**config.mk**
```make
export PLATFORM = sky130hd
export DESIGN_NAME = flash_host
export DESIGN_NICKNAME = d
export VERILOG_FILES = /design/src/flash_host_pkg.sv /design/src/flash_bus_cycle.sv /design/src/flash_host.sv
export SDC_FILE = /design/constraint.sdc
export NUM_CORES = 1
export LEC_CHECK = 0
export BUFFER_PORTS_ARGS = -buffer_cell sky130_fd_sc_hd__buf_2
export CAP_MARGIN = 10
export CORE_MARGIN = 10
export CORE_UTILIZATION = 60
export CTS_CLUSTER_DIAMETER = 40
export DETAILED_ROUTE_END_ITERATION = 10
export PLACE_DENSITY = 0.89
export SETUP_SLACK_MARGIN = 0.05
export SYNTH_ARGS = -nofsm -noshare
export SYNTH_HDL_FRONTEND = slang
export SYNTH_HIERARCHICAL = 1
export SYNTH_SLANG_ARGS = --single-unit
```
**constraint.sdc**
```tcl
create_clock -name I_MCLK -period 7.41 [get_ports I_MCLK]
set_clock_uncertainty 0.1 [all_clocks]
set_input_delay 1.482 -clock I_MCLK [delete_from_list [all_inputs] [get_ports I_MCLK]]
set_output_delay 1.482 -clock I_MCLK [all_outputs]
set_load 0.02 [all_outputs]
```
**src/flash_host_pkg.sv**
```systemverilog
// package: command codes, register map and bus timing for the flash host
package flash_host_pkg;
	// device command codes
	localparam logic [7:0] CMD_READ = 8'h00;
	localparam logic [7:0] CMD_RESET = 8'hff;
	localparam logic [7:0] CMD_ERASE = 8'h30;
	localparam logic [7:0] CMD_PROG = 8'h10;
	localparam logic [7:0] ERASED_BYTE = 8'hff;
	// status bit positions on the data bus
	localparam int POLL_BIT = 7;
	localparam int TOGGLE_BIT = 6;
	localparam int LIMIT_BIT = 5;
	// host register offsets
	localparam logic [3:0] REG_CTRL = 4'h0;
	localparam logic [3:0] REG_ADDR = 4'h1;
	localparam logic [3:0] REG_DATA = 4'h2;
	localparam logic [3:0] REG_STAT = 4'h3;
	localparam logic [3:0] REG_RDATA = 4'h4;
	// control register fields
	localparam int CTRL_GO = 0;
	localparam int CTRL_OP_LSB = 1;
	// operation codes
	localparam logic [1:0] OP_PROG = 2'h0;
	localparam logic [1:0] OP_ERASE = 2'h1;
	localparam logic [1:0] OP_RESET = 2'h2;
	localparam logic [1:0] OP_READ = 2'h3;
	// status register fields
	localparam int ST_BUSY = 0;
	localparam int ST_DONE = 1;
	localparam int ST_FAIL = 2;
	localparam int ST_VERIFY = 3;
	// bus phase timing
	localparam int PHASE_NS = 100;
	localparam int CLK_NS = 5;
	localparam int PHASE_CYC = (PHASE_NS + CLK_NS - 1) / CLK_NS;
	localparam int SUPPLY_NS = 1000;
	localparam int SUPPLY_CYC = (SUPPLY_NS + CLK_NS - 1) / CLK_NS;
endpackage

```
**src/flash_bus_cycle.sv**
```systemverilog
// one asynchronous byte-bus cycle, write or read, on the flash pins
`timescale 1ns/1ps
`default_nettype none
module flash_bus_cycle #(
	parameter int AW = 18,
	parameter int PHASE = 20
) (
	// clock and reset
	input wire logic i_clk,
	input wire logic i_rst,
	// request
	input wire logic i_start,
	input wire logic i_write,
	input wire logic [AW-1:0] i_addr,
	input wire logic [7:0] i_wdata,
	output logic o_done,
	output logic [7:0] o_rdata,
	// pins
	output logic o_ce_n,
	output logic o_we_n,
	output logic o_oe_n,
	output logic [AW-1:0] o_a,
	output logic [7:0] o_dq_o,
	output logic o_dq_oe,
	input wire logic [7:0] i_dq_i
);
	logic [1:0] ph_q;
	logic [7:0] cnt_q;
	logic wr_q;
	logic [7:0] s1_q;
	logic [7:0] s2_q;
	wire tick = (cnt_q == 8'(PHASE - 1));
	// data bus input synchroniser
	always_ff @(posedge i_clk or posedge i_rst) begin
		if (i_rst) begin
			s1_q <= 8'h00;
			s2_q <= 8'h00;
		end else begin
			s1_q <= i_dq_i;
			s2_q <= s1_q;
		end
	end
	// phases: 1 setup, 2 strobe low, 3 strobe high hold
	always_ff @(posedge i_clk or posedge i_rst) begin
		if (i_rst) begin
			ph_q <= 2'h0;
			cnt_q <= 8'h00;
			wr_q <= 1'b0;
			o_done <= 1'b0;
			o_rdata <= 8'h00;
			o_ce_n <= 1'b1;
			o_we_n <= 1'b1;
			o_oe_n <= 1'b1;
			o_a <= '0;
			o_dq_o <= 8'h00;
			o_dq_oe <= 1'b0;
		end else begin
			o_done <= 1'b0;
			cnt_q <= (ph_q == 2'h0 || tick) ? 8'h00 : cnt_q + 8'h01;
			case (ph_q)
			2'h0: begin
				if (i_start) begin
					ph_q <= 2'h1;
					wr_q <= i_write;
					o_a <= i_addr;
					o_dq_o <= i_wdata;
					o_dq_oe <= i_write;
				end
			end
			2'h1: begin
				if (tick) begin
					// address settles before both strobes fall
					ph_q <= 2'h2;
					o_ce_n <= 1'b0;
					o_we_n <= ~wr_q;
					o_oe_n <= wr_q;
				end
			end
			2'h2: begin
				if (tick) begin
					// data held across the rising strobe edge
					ph_q <= 2'h3;
					o_we_n <= 1'b1;
					o_oe_n <= 1'b1;
					o_ce_n <= 1'b1;
					o_rdata <= s2_q;
				end
			end
			default: begin
				if (tick) begin
					ph_q <= 2'h0;
					o_dq_oe <= 1'b0;
					o_done <= 1'b1;
				end
			end
			endcase
		end
	end
endmodule
`default_nettype wire

```
**src/flash_host.sv**
```systemverilog
// host controller driving program, erase and reset on a parallel flash
//
// The placing of the registers and strobed register access were decided locally.
`timescale 1ns/1ps
`default_nettype none
module flash_host #(
	parameter int AW = 18,
	parameter int SUPPLY_WAIT = flash_host_pkg::SUPPLY_CYC
) (
	// clock and reset
	input wire logic I_MCLK,
	input wire logic I_RST,
	// software register port
	input wire logic [3:0] I_ADDR,
	input wire logic [31:0] I_WDATA,
	input wire logic I_WR,
	input wire logic I_RD,
	output logic [31:0] O_RDATA,
	// flash pins
	output logic O_CE_N,
	output logic O_WE_N,
	output logic O_OE_N,
	output logic [AW-1:0] O_A,
	output logic [7:0] O_DQ_O,
	output logic O_DQ_OE,
	input wire logic [7:0] I_DQ_I,
	output logic O_VPP_EN
);
	typedef enum logic [3:0] {
		S_IDLE = 4'h0, S_RAMP = 4'h1, S_CMD1 = 4'h3, S_CMD2 = 4'h2,
		S_POLL = 4'h6, S_RECHK = 4'h7, S_VERIFY = 4'h5, S_END = 4'h4,
		S_READ = 4'hc
	} state_t;
	state_t st_q;
	logic [1:0] op_q;
	logic [AW-1:0] addr_q;
	logic [AW-1:0] vaddr_q;
	logic [7:0] data_q;
	logic [7:0] rdata_q;
	logic busy_q, done_q, fail_q, vfail_q;
	logic [15:0] wait_q;
	logic start_q, bwr_q;
	logic [AW-1:0] baddr_q;
	logic [7:0] bdata_q;
	logic cyc_done;
	logic [7:0] cyc_rdata;
	logic [31:0] rdata_n;
	logic [7:0] code1, code2;
	logic polled_ok;
	// software decode
	wire go = I_WR && I_ADDR == flash_host_pkg::REG_CTRL
		&& I_WDATA[flash_host_pkg::CTRL_GO] && !busy_q;
	wire [1:0] go_op = I_WDATA[flash_host_pkg::CTRL_OP_LSB +: 2];
	wire [31:0] stat_w = {28'h0, vfail_q, fail_q, done_q, busy_q};
	assign rdata_n = (I_ADDR == flash_host_pkg::REG_ADDR) ? 32'(addr_q) :
		(I_ADDR == flash_host_pkg::REG_DATA) ? {24'h0, data_q} :
		(I_ADDR == flash_host_pkg::REG_STAT) ? stat_w :
		(I_ADDR == flash_host_pkg::REG_RDATA) ? {24'h0, rdata_q} : 32'h0;
	// command codes per operation
	assign code1 = (op_q == flash_host_pkg::OP_ERASE) ?
		flash_host_pkg::CMD_ERASE : (op_q == flash_host_pkg::OP_PROG) ?
		flash_host_pkg::CMD_PROG : (op_q == flash_host_pkg::OP_READ) ?
		flash_host_pkg::CMD_READ : flash_host_pkg::CMD_RESET;
	assign code2 = (op_q == flash_host_pkg::OP_PROG) ? data_q : code1;
	// erase: bit 7 reads 1 when done; program: true bit 7 returns
	assign polled_ok = (op_q == flash_host_pkg::OP_ERASE) ?
		cyc_rdata[flash_host_pkg::POLL_BIT] :
		(cyc_rdata[flash_host_pkg::POLL_BIT] ==
		data_q[flash_host_pkg::POLL_BIT]);
	// software registers
	always_ff @(posedge I_MCLK or posedge I_RST) begin
		if (I_RST) begin
			addr_q <= '0;
			data_q <= 8'h00;
			O_RDATA <= 32'h0;
		end else begin
			O_RDATA <= I_RD ? rdata_n : 32'h0;
			if (I_WR && I_ADDR == flash_host_pkg::REG_ADDR && !busy_q)
				addr_q <= I_WDATA[AW-1:0];
			if (I_WR && I_ADDR == flash_host_pkg::REG_DATA && !busy_q)
				data_q <= I_WDATA[7:0];
		end
	end
	// sequencer
	always_ff @(posedge I_MCLK or posedge I_RST) begin
		if (I_RST) begin
			st_q <= S_IDLE;
			op_q <= flash_host_pkg::OP_RESET;
			busy_q <= 1'b0;
			done_q <= 1'b0;
			fail_q <= 1'b0;
			vfail_q <= 1'b0;
			wait_q <= 16'h0;
			start_q <= 1'b0;
			bwr_q <= 1'b0;
			baddr_q <= '0;
			bdata_q <= 8'h00;
			vaddr_q <= '0;
			rdata_q <= 8'h00;
			O_VPP_EN <= 1'b0;
		end else begin
			start_q <= 1'b0;
			if (I_WR && I_ADDR == flash_host_pkg::REG_STAT && !busy_q)
				done_q <= 1'b0;
			case (st_q)
			S_IDLE: begin
				if (go) begin
					op_q <= go_op;
					busy_q <= 1'b1;
					done_q <= 1'b0;
					fail_q <= 1'b0;
					vfail_q <= 1'b0;
					wait_q <= 16'h0;
					O_VPP_EN <= 1'b1;
					st_q <= S_RAMP;
				end
			end
			S_RAMP: begin
				wait_q <= wait_q + 16'h1;
				if (wait_q == 16'(SUPPLY_WAIT - 1)) begin
					start_q <= 1'b1;
					bwr_q <= 1'b1;
					baddr_q <= '0;
					bdata_q <= code1;
					st_q <= S_CMD1;
				end
			end
			S_CMD1: begin
				if (cyc_done) begin
					start_q <= 1'b1;
					baddr_q <= addr_q;
					// read op: this cycle is the array read
					bwr_q <= (op_q != flash_host_pkg::OP_READ);
					bdata_q <= code2;
					st_q <= S_CMD2;
				end
			end
			S_CMD2: begin
				if (cyc_done) begin
					rdata_q <= cyc_rdata;
					if (op_q == flash_host_pkg::OP_PROG ||
						op_q == flash_host_pkg::OP_ERASE) begin
						// only bus reads from here on: polling, then for erase a verify pass
						start_q <= 1'b1;
						bwr_q <= 1'b0;
						st_q <= S_POLL;
					end else begin
						st_q <= S_END;
					end
				end
			end
			S_POLL: begin
				if (cyc_done) begin
					start_q <= 1'b1;
					if (polled_ok) begin
						st_q <= S_RECHK;
					end else if (cyc_rdata[flash_host_pkg::LIMIT_BIT]) begin
						st_q <= S_RECHK;
					end
				end
			end
			S_RECHK: begin
				if (cyc_done) begin
					// fresh read after status settles
					rdata_q <= cyc_rdata;
					if (!polled_ok) begin
						fail_q <= 1'b1;
						st_q <= S_END;
					end else if (op_q == flash_host_pkg::OP_ERASE) begin
						vaddr_q <= '0;
						start_q <= 1'b1;
						baddr_q <= '0;
						st_q <= S_VERIFY;
					end else begin
						vfail_q <= (cyc_rdata != data_q);
						st_q <= S_END;
					end
				end
			end
			S_VERIFY: begin
				if (cyc_done) begin
					if (cyc_rdata != flash_host_pkg::ERASED_BYTE)
						vfail_q <= 1'b1;
					if (vaddr_q == '1) begin
						st_q <= S_END;
					end else begin
						vaddr_q <= vaddr_q + 1'b1;
						baddr_q <= vaddr_q + 1'b1;
						start_q <= 1'b1;
					end
				end
			end
			default: begin
				busy_q <= 1'b0;
				done_q <= 1'b1;
				O_VPP_EN <= 1'b0;
				st_q <= S_IDLE;
			end
			endcase
		end
	end
	// the pin cycle engine; toggle bit left to software via read data
	flash_bus_cycle #(.AW(AW), .PHASE(flash_host_pkg::PHASE_CYC)) u_cyc (
		.i_clk(I_MCLK),
		.i_rst(I_RST),
		.i_start(start_q),
		.i_write(bwr_q),
		.i_addr(baddr_q),
		.i_wdata(bdata_q),
		.o_done(cyc_done),
		.o_rdata(cyc_rdata),
		.o_ce_n(O_CE_N),
		.o_we_n(O_WE_N),
		.o_oe_n(O_OE_N),
		.o_a(O_A),
		.o_dq_o(O_DQ_O),
		.o_dq_oe(O_DQ_OE),
		.i_dq_i(I_DQ_I)
	);
endmodule
`default_nettype wire

```
* Yosys cells after proc, flatten, opt, wreduce, memory -nomap -nowiden *
Index checks and enable logic that the tools add are counted.

word-level totals
  input port bits = 48
  bits in registers = 190
  output and inout bits = 63
  logic and storage cells = 206

operators by class
  bitwise gates (word level) = 3
  eq/ne operators = 40
  multiplexer cells = 85
  reduce and logical (&&, ||, !) cells = 46
  $add $sub $neg = 3

operators with widths
  operator                                               count
  2-to-1 mux 18 bit                                      9
  2-to-1 mux 8 bit                                       10
  one-hot mux 18 bit (4 select lines)                    1
  2-to-1 mux 4 bit                                       10
  one-hot mux 18 bit (2 select lines)                    1
  2-to-1 mux 1 bit                                       34
  one-hot mux 16 bit (2 select lines)                    1
  one-hot mux 4 bit (7 select lines)                     1
  inequality test 2 bit, second input constant           12
  adder 18 x 1 -> 18 bit, second input constant          1
  equality test 18 bit, second input constant            1
  adder 16 x 1 -> 16 bit, second input constant          1
  equality test 16 x 8 -> 1 bit, second input constant   1
  equality test 4 x 2 -> 1 bit, second input constant    4
  equality test 4 x 3 -> 1 bit, second input constant    4
  2-to-1 mux 16 bit                                      1
  one-hot mux 8 bit (2 select lines)                     1
  inequality test 2 x 1 -> 1 bit, second input constant  7
  one-hot mux 1 bit (2 select lines)                     7
  AND reduction 2 bit                                    6
  nonzero test 2 bit                                     6
  2-to-1 mux 2 bit                                       5
  logical AND 1 bit                                      9
  AND reduction 3 bit                                    3
  other kinds (28)                                       41

* Logic depth before layout (Yosys ltp) *
Gate-level depths: netlist of the first run.

  depth after elaboration = 7
  depth in mapped cells = 9
  gate-level depth less buffers = 7

* Cells and area by module *
Netlist of the first run, hierarchy kept.

by module, submodules not included
  module           area an instance (µm²)  cells an instance  times used
  flash_host       6299.8                  612                1
  flash_bus_cycle  2565.0                  176                1

* Worst setup path after synthesis of the first run *
Ideal clock, no wire load.

  path kind = input -> register
  from = input I_ADDR[3]
  to = register addr_q[0]
  setup time = 125 ps
  arrival time = 2884 ps
  data required time = 7185 ps
  slack = 4302 ps
  stages on the path = 5
  cell sequence = clkbuf_1 -> nor4b_2 -> nand2_1 -> buf_2 -> mux2_2

between the ends
  word-level cells in the longest chain between the ends = 3

RTL lines
  item                            line              source
  start: declaration              flash_host.sv:14  input wire logic [3:0] I_ADDR,
  equality test 4 x 1 -> 1 bit    flash_host.sv:78  if (I_WR && I_ADDR == flash_host_pkg::REG_ADDR && !busy_q)
  logical AND 1 bit (2 in a row)  flash_host.sv:78
  end signal: assignment          flash_host.sv:79  addr_q <= I_WDATA[AW-1:0];
  end: declaration                flash_host.sv:36  logic [AW-1:0] addr_q;

Every way passes these cells.
A chain may end at the register's enable or synchronous reset.

* Worst setup path in the final report of the first run *
  from = input I_ADDR[1]
  to = register data_q[6]

between the ends
  word-level cells in the longest chain between the ends = 3

RTL lines
  item                            line              source
  equality test 4 x 2 -> 1 bit    flash_host.sv:80  if (I_WR && I_ADDR == flash_host_pkg::REG_DATA && !busy_q)
  logical AND 1 bit (2 in a row)  flash_host.sv:80
  end signal: assignment          flash_host.sv:81  data_q <= I_WDATA[7:0];
  end: declaration                flash_host.sv:38  logic [7:0] data_q;

Every way passes these cells.

==> impl_results.md, run 1 <==
* Status: finished, final reports clean
* Die W at 142 µm
* First-pass GRT wire length at 33.6 mm
* Setup CP Type: in -> reg
* Starting Density at 61.2%
* Setup bufs post-CTS at 0
* Pins Over Slew Limit at 0
* Final Worst Setup Slack at 4.20 ns
* Root buffer cell: clkbuf_16
* Layout cells sized above 1 at 27.8%
* Yosys warnings at 6
* Final Power at 2.18 mW
* CTS hold repair buffers at 0
* Critical Path AT at 3.44 ns
* Peak VDD IR at 0.000167 V
* Drt wl/cell at 19.4 µm
* Synthesized instance count at 788
* H-tree depth at 4
* Vias in the first global route at 6,549
* EDFF count, synth at 0
* # rows at 44
* Commonest cells after routing, fill and taps aside: 185 x dfrtp_1, 82 x buf_2, 79 x mux2_2
* DRT Pass-1 Iters at 5
* Startpoint types: input pin
* Max-slew headroom at 31.9%
* DRC violation count after routing at 0
* Post-route ant nets at 0
* Largest delay share family, worst path: simple AND/OR/NAND/NOR gates
* Starting DRT DRC Count at 670
* Layout Nets at 918
* Critical Path RT at 7.64 ns
* Final worst-path cycle share at 43.4%
* Commonest non-fill, non-tap cell in the layout: dfrtp_1
* Fmax at 311 MHz
* Slowest stage cell, crit path: nor3b_1
* Final Hold Slack at 0.249 ns
* Maximum fanout along the worst path at 9
* Yosys cell types at 70
* Total track usage at 20.6%
* Register area share after synthesis at 53.4%
* Vias per cell at 6.11
* Pwr/cell area at 219 nW/µm²
* Initial antenna violation count at 0
* Drt total wl at 20.5 mm
* DPL Wire Length at 14.0 mm
* RD Place Congestion at 0.896
* Max Cap Viol at 0
* Syn avg cell area at 11.2 µm²
* I/O pin total at 111
* Worst min path class: reg -> reg
* Die height at 142 µm
* CP Buf/Inv Count at 1
* CTS tree: done
* Synth-to-Final Area Change at 12.2%
* # diodes at 0
* Worst path cell trace: buf_2, nor2b_1, nor3b_1, nand2_2, mux2_2
* Synth Flop Type: dfrtp_1
* CP endpoint kind: register
* CP max stage delay at 0.65 ns
* Filler Cells Inserted at 1,048
* Worst-Margin Slew at 1.02 ns
* RSZ-0062 raised after global routing: false
* Min Tclk post-route at 3.21 ns
* Dpl cells at 1,023
* I/O Buffers at 82
* Asr flop ratio synth at 100%
* Final Cell Area at 9940 µm²
* Area after DPL at 9330 µm²
* Fin. Hold Viols at 0
* Clock Path Buffers at 2
* Leakage at 4.72 nW
* Sink Count at 189
* Final Non-Filler Cells at 1,056
* GRT overflow at 0
* Core ar. at 14,500 µm²
* Final core utilization at 68.7%
* Vias at 6,457
* Final Setup Violations at 0
* Clk_lat worst skew at 0.45 ns
* Largest net degree at the start of global routing at 67
* Seq cells post-synth at 189
* Worst slack, placed at 3.86 ns
* Clock transition at path regs at 0.07 ns
* Die area at 20,000 µm²
* CTS Buf Count at 17
* Post_cts resized at 0
* Mapped Area at 8860 µm²
* Setup TNS at 0 ns
==> worst register-to-register path, stage by stage, from the launching register on <==
cell and delay (ns):
dfrtp_1 0.70, clkinv_1 0.41, nand2_1 0.86, o311ai_0 0.31, o311ai_1 0.19, mux2_2 0.38
==> layout make-up <==
| type | count | area, µm² | share of cell area [%] |
|---|---|---|---|
| Clock buffer | 17 | 425 | 4.28 |
| Clock inverter | 15 | 179 | 1.80 |
| Inverter | 14 | 55.1 | 0.554 |
| Multi-Input combinational cell | 546 | 3840 | 38.6 |
| Sequential cell | 189 | 4730 | 47.6 |
| Tap cell | 184 | 230 | 2.32 |
| Timing Repair Buffer | 91 | 478 | 4.81 |
==> metal layers <==
layer	global-route usage (%)	vias to the layer above	share of wire [%]	wire, µm
li1	-	2972	-	-
met3	5.24	42	7.1	1450
met2	32.8	246	48	9910
met4	7.53	0	2.1	431
met1	26.7	3197	42	8690
met5	0	-	0	0
==> cells in the mapped netlist, types with 3 or more instances <==
cell type	instances	area (µm²)
o31ai_1	9	67.6
nor4_1	9	56.3
a32oi_1	5	43.8
o211ai_1	6	45.0
nor3_1	9	45.0
nand3_1	24	120
a22oi_1	8	60.1
nor3b_1	6	45.0
nor2b_1	6	37.5
xnor2_1	18	158
mux2_2	79	890
buf_4	14	105
nand2_1	65	244
o21ai_0	78	390
o221a_2	4	45.0
dfstp_2	4	105
dfrtp_1	185	4630
nand2b_1	3	18.8
or3_1	7	43.8
nor2_1	42	158
and3b_1	4	35.0
nand3b_1	3	22.5
xor2_1	8	70.1
nand4_1	15	93.8
buf_2	13	65.1
a211oi_1	3	22.5
a31oi_1	11	68.8
and2_1	6	37.5
mux2_4	12	180
ha_1	11	138
and3_1	15	93.8
clkbuf_1	22	82.6
inv_1	13	48.8
a21oi_1	21	105
o21a_1	4	30.0
a41oi_1	3	26.3
==> final timing paths <==
check                               from             to  slack [ns]  cells after the start
setup / recovery               I_ADDR[1]      data_q[6]        4.20                      5
hold / removal             u_cyc/s1_q[4]  u_cyc/s2_q[4]        0.25                      0
setup reg to reg                 st_q[1]        vfail_q        4.35                      5
hold reg to reg            u_cyc/s1_q[4]  u_cyc/s2_q[4]        0.25                      0
max in group asynchronous          I_RST    vaddr_q[17]        4.85                      3
min in group asynchronous          I_RST     addr_q[15]        1.08                      2
==> registers in the layout (all words and copies together), names as in the netlist, 2 cells and up, named ones only <==
name and cells:
O_RDATA 18, addr_q 18, baddr_q 18, bdata_q 8, data_q 8, op_q 2
rdata_q 8, st_q 2, u_cyc/cnt_q 8, u_cyc/o_a 18, u_cyc/o_dq_o 8, u_cyc/o_rdata 8
u_cyc/ph_q 2, u_cyc/s1_q 8, u_cyc/s2_q 8, vaddr_q 18, wait_q 16
==> cell families after synthesis <==
| family | count (synthesis) | share of synthesized area (%) |
|---|---|---|
| compound gates | 170 | 12.0 |
| xor+xnor | 26 | 2.57 |
| fa+ha+maj | 11 | 1.55 |
| buf+inv | 66 | 3.87 |
| flops | 189 | 53.4 |
| mux | 93 | 12.3 |
| other cells | 1 | 0.0423 |
| simple gates | 232 | 14.3 |
==> report_power, final <==
part | switching [mW] | internal [mW]
Sequential | 0.0438 | 1.07
Clock | 0.425 | 0.510
Combinational | 0.0773 | 0.0561
Power figures use the tool's default switching activity.
==> run 2, diff against run 1 <==
--- a/config.mk
+++ b/config.mk
@@ -5,13 +5,14 @@
 export SDC_FILE = /design/constraint.sdc
 export NUM_CORES = 1
 export LEC_CHECK = 0
+export ABC_AREA = 1
 export BUFFER_PORTS_ARGS = -buffer_cell sky130_fd_sc_hd__buf_2
 export CAP_MARGIN = 10
 export CORE_MARGIN = 10
-export CORE_UTILIZATION = 60
+export CORE_UTILIZATION = 53
 export CTS_CLUSTER_DIAMETER = 40
 export DETAILED_ROUTE_END_ITERATION = 10
-export PLACE_DENSITY = 0.89
+export PLACE_DENSITY = 0.84
 export SETUP_SLACK_MARGIN = 0.05
 export SYNTH_ARGS = -nofsm -noshare
 export SYNTH_HDL_FRONTEND = slang
==> constraint.sdc (replaced) <==
create_clock -name I_MCLK -period 2.8 [get_ports I_MCLK]
set_clock_uncertainty 0.1 [all_clocks]
set_input_delay 0.56 -clock I_MCLK [delete_from_list [all_inputs] [get_ports I_MCLK]]
set_output_delay 0.56 -clock I_MCLK [all_outputs]
set_load 0.02 [all_outputs]
==> impl_results.md, run 2 <==
* CP endpoint kind: register
* CTS Buf Count at 17
* H-tree depth at 4
* Total track usage at 19.0%
* Cell taking the most area after synthesis: dfrtp_1
* Comb pwr share at 21.2%
* Initial antenna violation count at 1
* Synth-to-Final Area Change at 13.5%
* Slowest stage cell, crit path: nand2_2
* Commonest non-fill, non-tap cell in the layout: nand2_1
* Sink Count at 189
* # rows at 47
* EDFF count, synth at 0
* Max Cap Viol at 0
* Drt total wl at 21.0 mm
* Syn avg cell area at 8.80 µm²
* Worst path cell trace: ha_1, nand2_1, nor2_2, nand2_1, nor2_2, nand3_2, nand2_2, o21ai_0
* Yosys cell types at 46
* Vias in the first global route at 6,912
* Starting DRT DRC Count at 530
* Clk_lat worst skew at 0.44 ns
* Starting Density at 54.1%
* Multi-input logic area at 3620 µm²
* Psw at 2.50 mW
* Max-slew headroom at 44.5%
* Clock transition at path regs at 0.06 ns
* RSZ-0062 raised after global routing: false
* Min Tclk post-route at 2.28 ns
* Leakage at 5.20 nW
* Count leader, synth: nand2_1
* Final Hold Slack at 0.124 ns
* Asr flop ratio synth at 100%
* Switching share of power at 32.5%
* Area occupied by registers at 4730 µm²
* Worst min path class: in -> async
* Final core utilization at 61.4%
* Setup TNS at 0 ns
* Synth top area cells: dfrtp_1 51%, nand2_1 12%, o21ai_0 5.7%
* # diodes at 0
* CP max stage delay at 0.47 ns
* Die W at 150 µm
* Root buffer cell: clkbuf_16
* Commonest cells after routing, fill and taps aside: 283 x nand2_1, 185 x dfrtp_1, 103 x o21ai_0
* Pwr/cell area at 753 nW/µm²
* P_int at 5.19 mW
* Yosys warnings at 6
* Filler Cells Inserted at 1,368
* Critical Path AT at 2.46 ns
* Top-area cell type share of the netlist area at 51.4%
* Peak VDD IR at 0.000498 V
* Seq cells post-synth at 189
* Commonest cells post-synth: 283 x nand2_1, 185 x dfrtp_1, 103 x inv_1, 103 x o21ai_0, 68 x nor2_1
* DRT Pass-1 Iters at 6
* CP Buf/Inv Count at 0
* Die area at 22,600 µm²
* CTS hold repair buffers at 0
* Setup CP Type: reg -> reg
* Vias per cell at 5.30
* Fmax at 439 MHz
* Drt wl/cell at 15.6 µm
* Vias at 7,114
* Mapped Area at 9000 µm²
* Register area share after synthesis at 52.6%
* Final Setup Violations at 0
* DPL Wire Length at 15.1 mm
* Worst-Margin Slew at 0.827 ns
* DRC violation count after routing at 0
* Status: finished, final reports clean
* Clock Power Share at 33.2%
* Synth Flop Type: dfrtp_1
* Pins Over Slew Limit at 0
* Final worst-path cycle share at 81.3%
* RD Place Congestion at 0.917
* First-pass GRT wire length at 34.6 mm
* Startpoint types: register
* Clock Path Buffers at 2
* R2r startpoint: vaddr_q[0]
* Die height at 150 µm
* Post-route ant nets at 0
* CTS tree: done
* Largest delay share family, worst path: simple AND/OR/NAND/NOR gates
* I/O pin total at 111
* Core ar. at 16,600 µm²
* GRT overflow at 0
* Layout Nets at 1,169
* Critical Path RT at 2.99 ns
* Largest net degree at the start of global routing at 43
* Fin. Hold Viols at 0
* Synthesized instance count at 1,023
* Critical Path Source: vaddr_q[0]
* Layout cells sized above 1 at 18.0%
* Setup bufs post-CTS at 0
* Maximum fanout along the worst path at 36
* I/O Buffers at 82
* Register share of total power at 45.6%
* Post_cts resized at 0
## run 2: cells by family (layout without fill, tap and decap cells)
group | Yosys count | after routing | share of synthesized area (%)
AO/OA/AOI/OAI | 156 | 156 | 9.27
XOR/XNOR | 4 | 4 | 0.389
adder cells (fa/ha/maj) | 11 | 11 | 1.53
buffers and inverters | 149 | 235 | 7.74
flip-flops | 189 | 189 | 52.6
multiplexers | 30 | 30 | 4.53
other | 1 | 14 | 0.0417
AND/OR/NAND/NOR | 483 | 483 | 23.9
## run 2: layout make-up
type / instances / area share (%)
Clock buffer: 20 / 4.47
Clock inverter: 11 / 1.63
Inverter: 112 / 4.32
Multi-Input combinational cell: 698 / 35.4
Sequential cell: 189 / 46.4
Tap cell: 220 / 2.70
Timing Repair Buffer: 92 / 5.12
## run 2: per-layer routing
| metal | up-vias | global-route usage (%) | share of wire (%) |
|---|---|---|---|
| met5 | - | 0 | 0.033 |
| met4 | 2 | 6.27 | 1.7 |
| met3 | 30 | 4.98 | 8.0 |
| met2 | 256 | 29.4 | 45 |
| met1 | 3372 | 25.6 | 45 |
| li1 | 3454 | - | - |
## run 2: path summary, 6_finish.rpt
check / endpoint / slack [ns] / depth (start not counted)
min: u_cyc/o_dq_o[6] / 0.12 / 2
max in group asynchronous: op_q[1] / 1.71 / 3
max: vaddr_q[16] / 0.52 / 8
min in group I_MCLK: u_cyc/s1_q[6] / 0.13 / 1
min reg2reg: u_cyc/s2_q[1] / 0.25 / 0
max reg2reg: vaddr_q[16] / 0.52 / 8
## run 2: power groups by stage
stage	logic (mW)	registers (mW)	clock network, mW
6_report	1.63	3.51	2.55
5_1_grt	1.87	3.56	2.68
3_3_place_gp	1.54	3.53	0
2_1_floorplan	1.29	3.43	0
4_1_cts	1.62	3.50	2.58
3_5_place_dp	1.59	3.55	0
## run 2: metrics by stage
step	setup WS, ns	cells	power (mW)	cell area [µm²]
after detailed placement	0.460	1311	5.14	9590
after global routing	0.327	1342	8.11	10200
after floorplan	0.490	1036	4.72	9050
after CTS	0.552	1342	7.71	10200
after global placement	0.527	1311	5.07	9590
final	0.523	1342	7.69	10200
==> run 3, diff against run 2 <==
==> constraint.sdc (replaced) <==
create_clock -name I_MCLK -period 1.91 [get_ports I_MCLK]
set_clock_uncertainty 0.1 [all_clocks]
set_input_delay 0.382 -clock I_MCLK [delete_from_list [all_inputs] [get_ports I_MCLK]]
set_output_delay 0.382 -clock I_MCLK [all_outputs]
set_load 0.02 [all_outputs]
==> impl_results.md, run 3 (synthesized netlist as in run 2, its figures left out) <==
* Drt total wl at 23.0 mm
* I/O pin total at 111
* Starting DRT DRC Count at 634
* Leakage at 5.70 nW
* Starting Density at 54.1%
* CP endpoint kind: register
* Commonest non-fill, non-tap cell in the layout: nand2_1
* Area after DPL at 10,100 µm²
* Layout cells sized above 1 at 26.9%
* Die height at 150 µm
* Vias in the first global route at 7,453
* Fin. Hold Viols at 0
* Clock Path Buffers at 2
* Final Worst Setup Slack at 0.0515 ns
* Commonest cells after routing, fill and taps aside: 258 x nand2_1, 183 x dfrtp_1, 98 x inv_1
* Final Hold Slack at 0.0479 ns
* Vias at 7,641
* I/O Buffers at 82
* Die W at 150 µm
* Sink Count at 189
* Fmax at 538 MHz
* Pins Over Slew Limit at 0
* Die area at 22,600 µm²
* CTS tree: done
* Root buffer cell: clkbuf_16
* Final Cell Area at 11,100 µm²
* Clock transition at path regs at 0.07 ns
* Dpl cells at 1,373
* Peak VDD IR at 0.000791 V
* Drt wl/cell at 16.1 µm
* Worst slack, placed at -0.217 ns
* Min Tclk post-route at 1.86 ns
* CTS Buf Count at 17
* Clk_lat worst skew at 0.44 ns
* Max Cap Viol at 0
* Worst-case reg-to-reg path depth at 10
* # rows at 47
* Largest net degree at the start of global routing at 45
* Worst min path class: in -> reg
* Pwr/cell area at 1090 nW/µm²
* Vias per cell at 5.34
* Synth-to-Final Area Change at 23.7%
* Final Non-Filler Cells at 1,430
* Critical Path RT at 2.11 ns
* DRC violation count after routing at 0
* Maximum fanout along the worst path at 18
* Final core utilization at 66.9%
* Critical Path AT at 2.06 ns
* DRT Pass-1 Iters at 5
* GRT overflow at 0
* H-tree depth at 4
* RD Place Congestion at 0.938
* RSZ-0062 raised after global routing: true
* Final Setup Violations at 0
* Layout Nets at 1,252
* WHS Path Cells at 3
* Status: finished, final reports clean
* DPL Wire Length at 16.1 mm
* First-pass GRT wire length at 36.6 mm
* Final worst-path cycle share at 97.3%
* Initial antenna violation count at 5
* Startpoint types: register
* Total track usage at 20.1%
* Core ar. at 16,600 µm²
* Post-route ant nets at 0
* Setup CP Type: reg -> reg
[run 3: changes by cell type in the layout (fill, tap and decap cells not counted), sizes merged, moves of 2 or more]
cell and delta:
bufinv -2, dlygate4sd3 +9, buf +71, inv +4
diode +4, clkinv +2
[run 3: area by class of cell]
type                            instances  area (µm²)
Sequential cell                       189        4740
Multi-Input combinational cell        698        3800
Antenna cell                            4        10.0
Timing Repair Buffer                  173        1270
Fill cell                            1237        5510
Clock buffer                           20         447
Inverter                              112         448
Clock inverter                         12         135
Tap cell                              220         275
Timing Repair inverter                  2        11.3
[run 3: repair_timing]
| item | CTS | global route |
|---|---|---|
| gates cloned | 0 | 3 |
| setup buffers | 2 | 7 |
| endpoints found under the setup margin | 33 | 66 |
| pin swaps | 2 | 10 |
| endpoints found under the hold margin | 42 | 0 |
| gates resized for setup | 4 | 71 |
| hold buffers | 9 | 0 |
[run 3: metrics by stage]
step	TNS (ns)	total power, mW
global placement	-1.98	7.87
CTS	0	11.6
detailed placement	-3.50	8.00
global route	-0.0381	12.8
floorplan	-10.06	6.92
finish	0	12.2
[run 3: path summary, 6_finish.rpt]
kind                                from             to  slack [ns]
max reg2reg                      op_q[1]    vaddr_q[16]        0.05
min in group asynchronous          I_RST  u_cyc/s2_q[6]        0.45
min reg2reg                u_cyc/s1_q[1]  u_cyc/s2_q[1]        0.25
min                          I_WDATA[11]     addr_q[11]        0.05
max in group asynchronous          I_RST    vaddr_q[12]        0.69
max                              op_q[1]    vaddr_q[16]        0.05
[run 3: worst max-delay path, cell delays in order, from the launching register on]
cell     delay, ns
dfstp_2       0.37
inv_2         0.07
ha_4          0.16
nand2_4       0.06
inv_2         0.08
nor3_4        0.04
nor3_1        0.35
nand2_4       0.12
buf_12        0.17
nand2_1       0.08
o21ai_0       0.12
[run 3: routing by layer]
metal  global-route usage (%)  vias to the layer above  part of all wire (%)
met5                        0                        -                 0.048
met4                     6.90                        2                   2.1
met3                     5.49                       44                   8.6
met2                     31.7                      317                    47
met1                     26.3                     3648                    42
li1                         -                     3630                     -
[run 3: where the power goes]
part / internal (mW) / switching, mW
combinational: 1.39 / 2.20
sequential: 4.64 / 0.402
clock: 1.98 / 1.55
total: 8.01 / 4.15
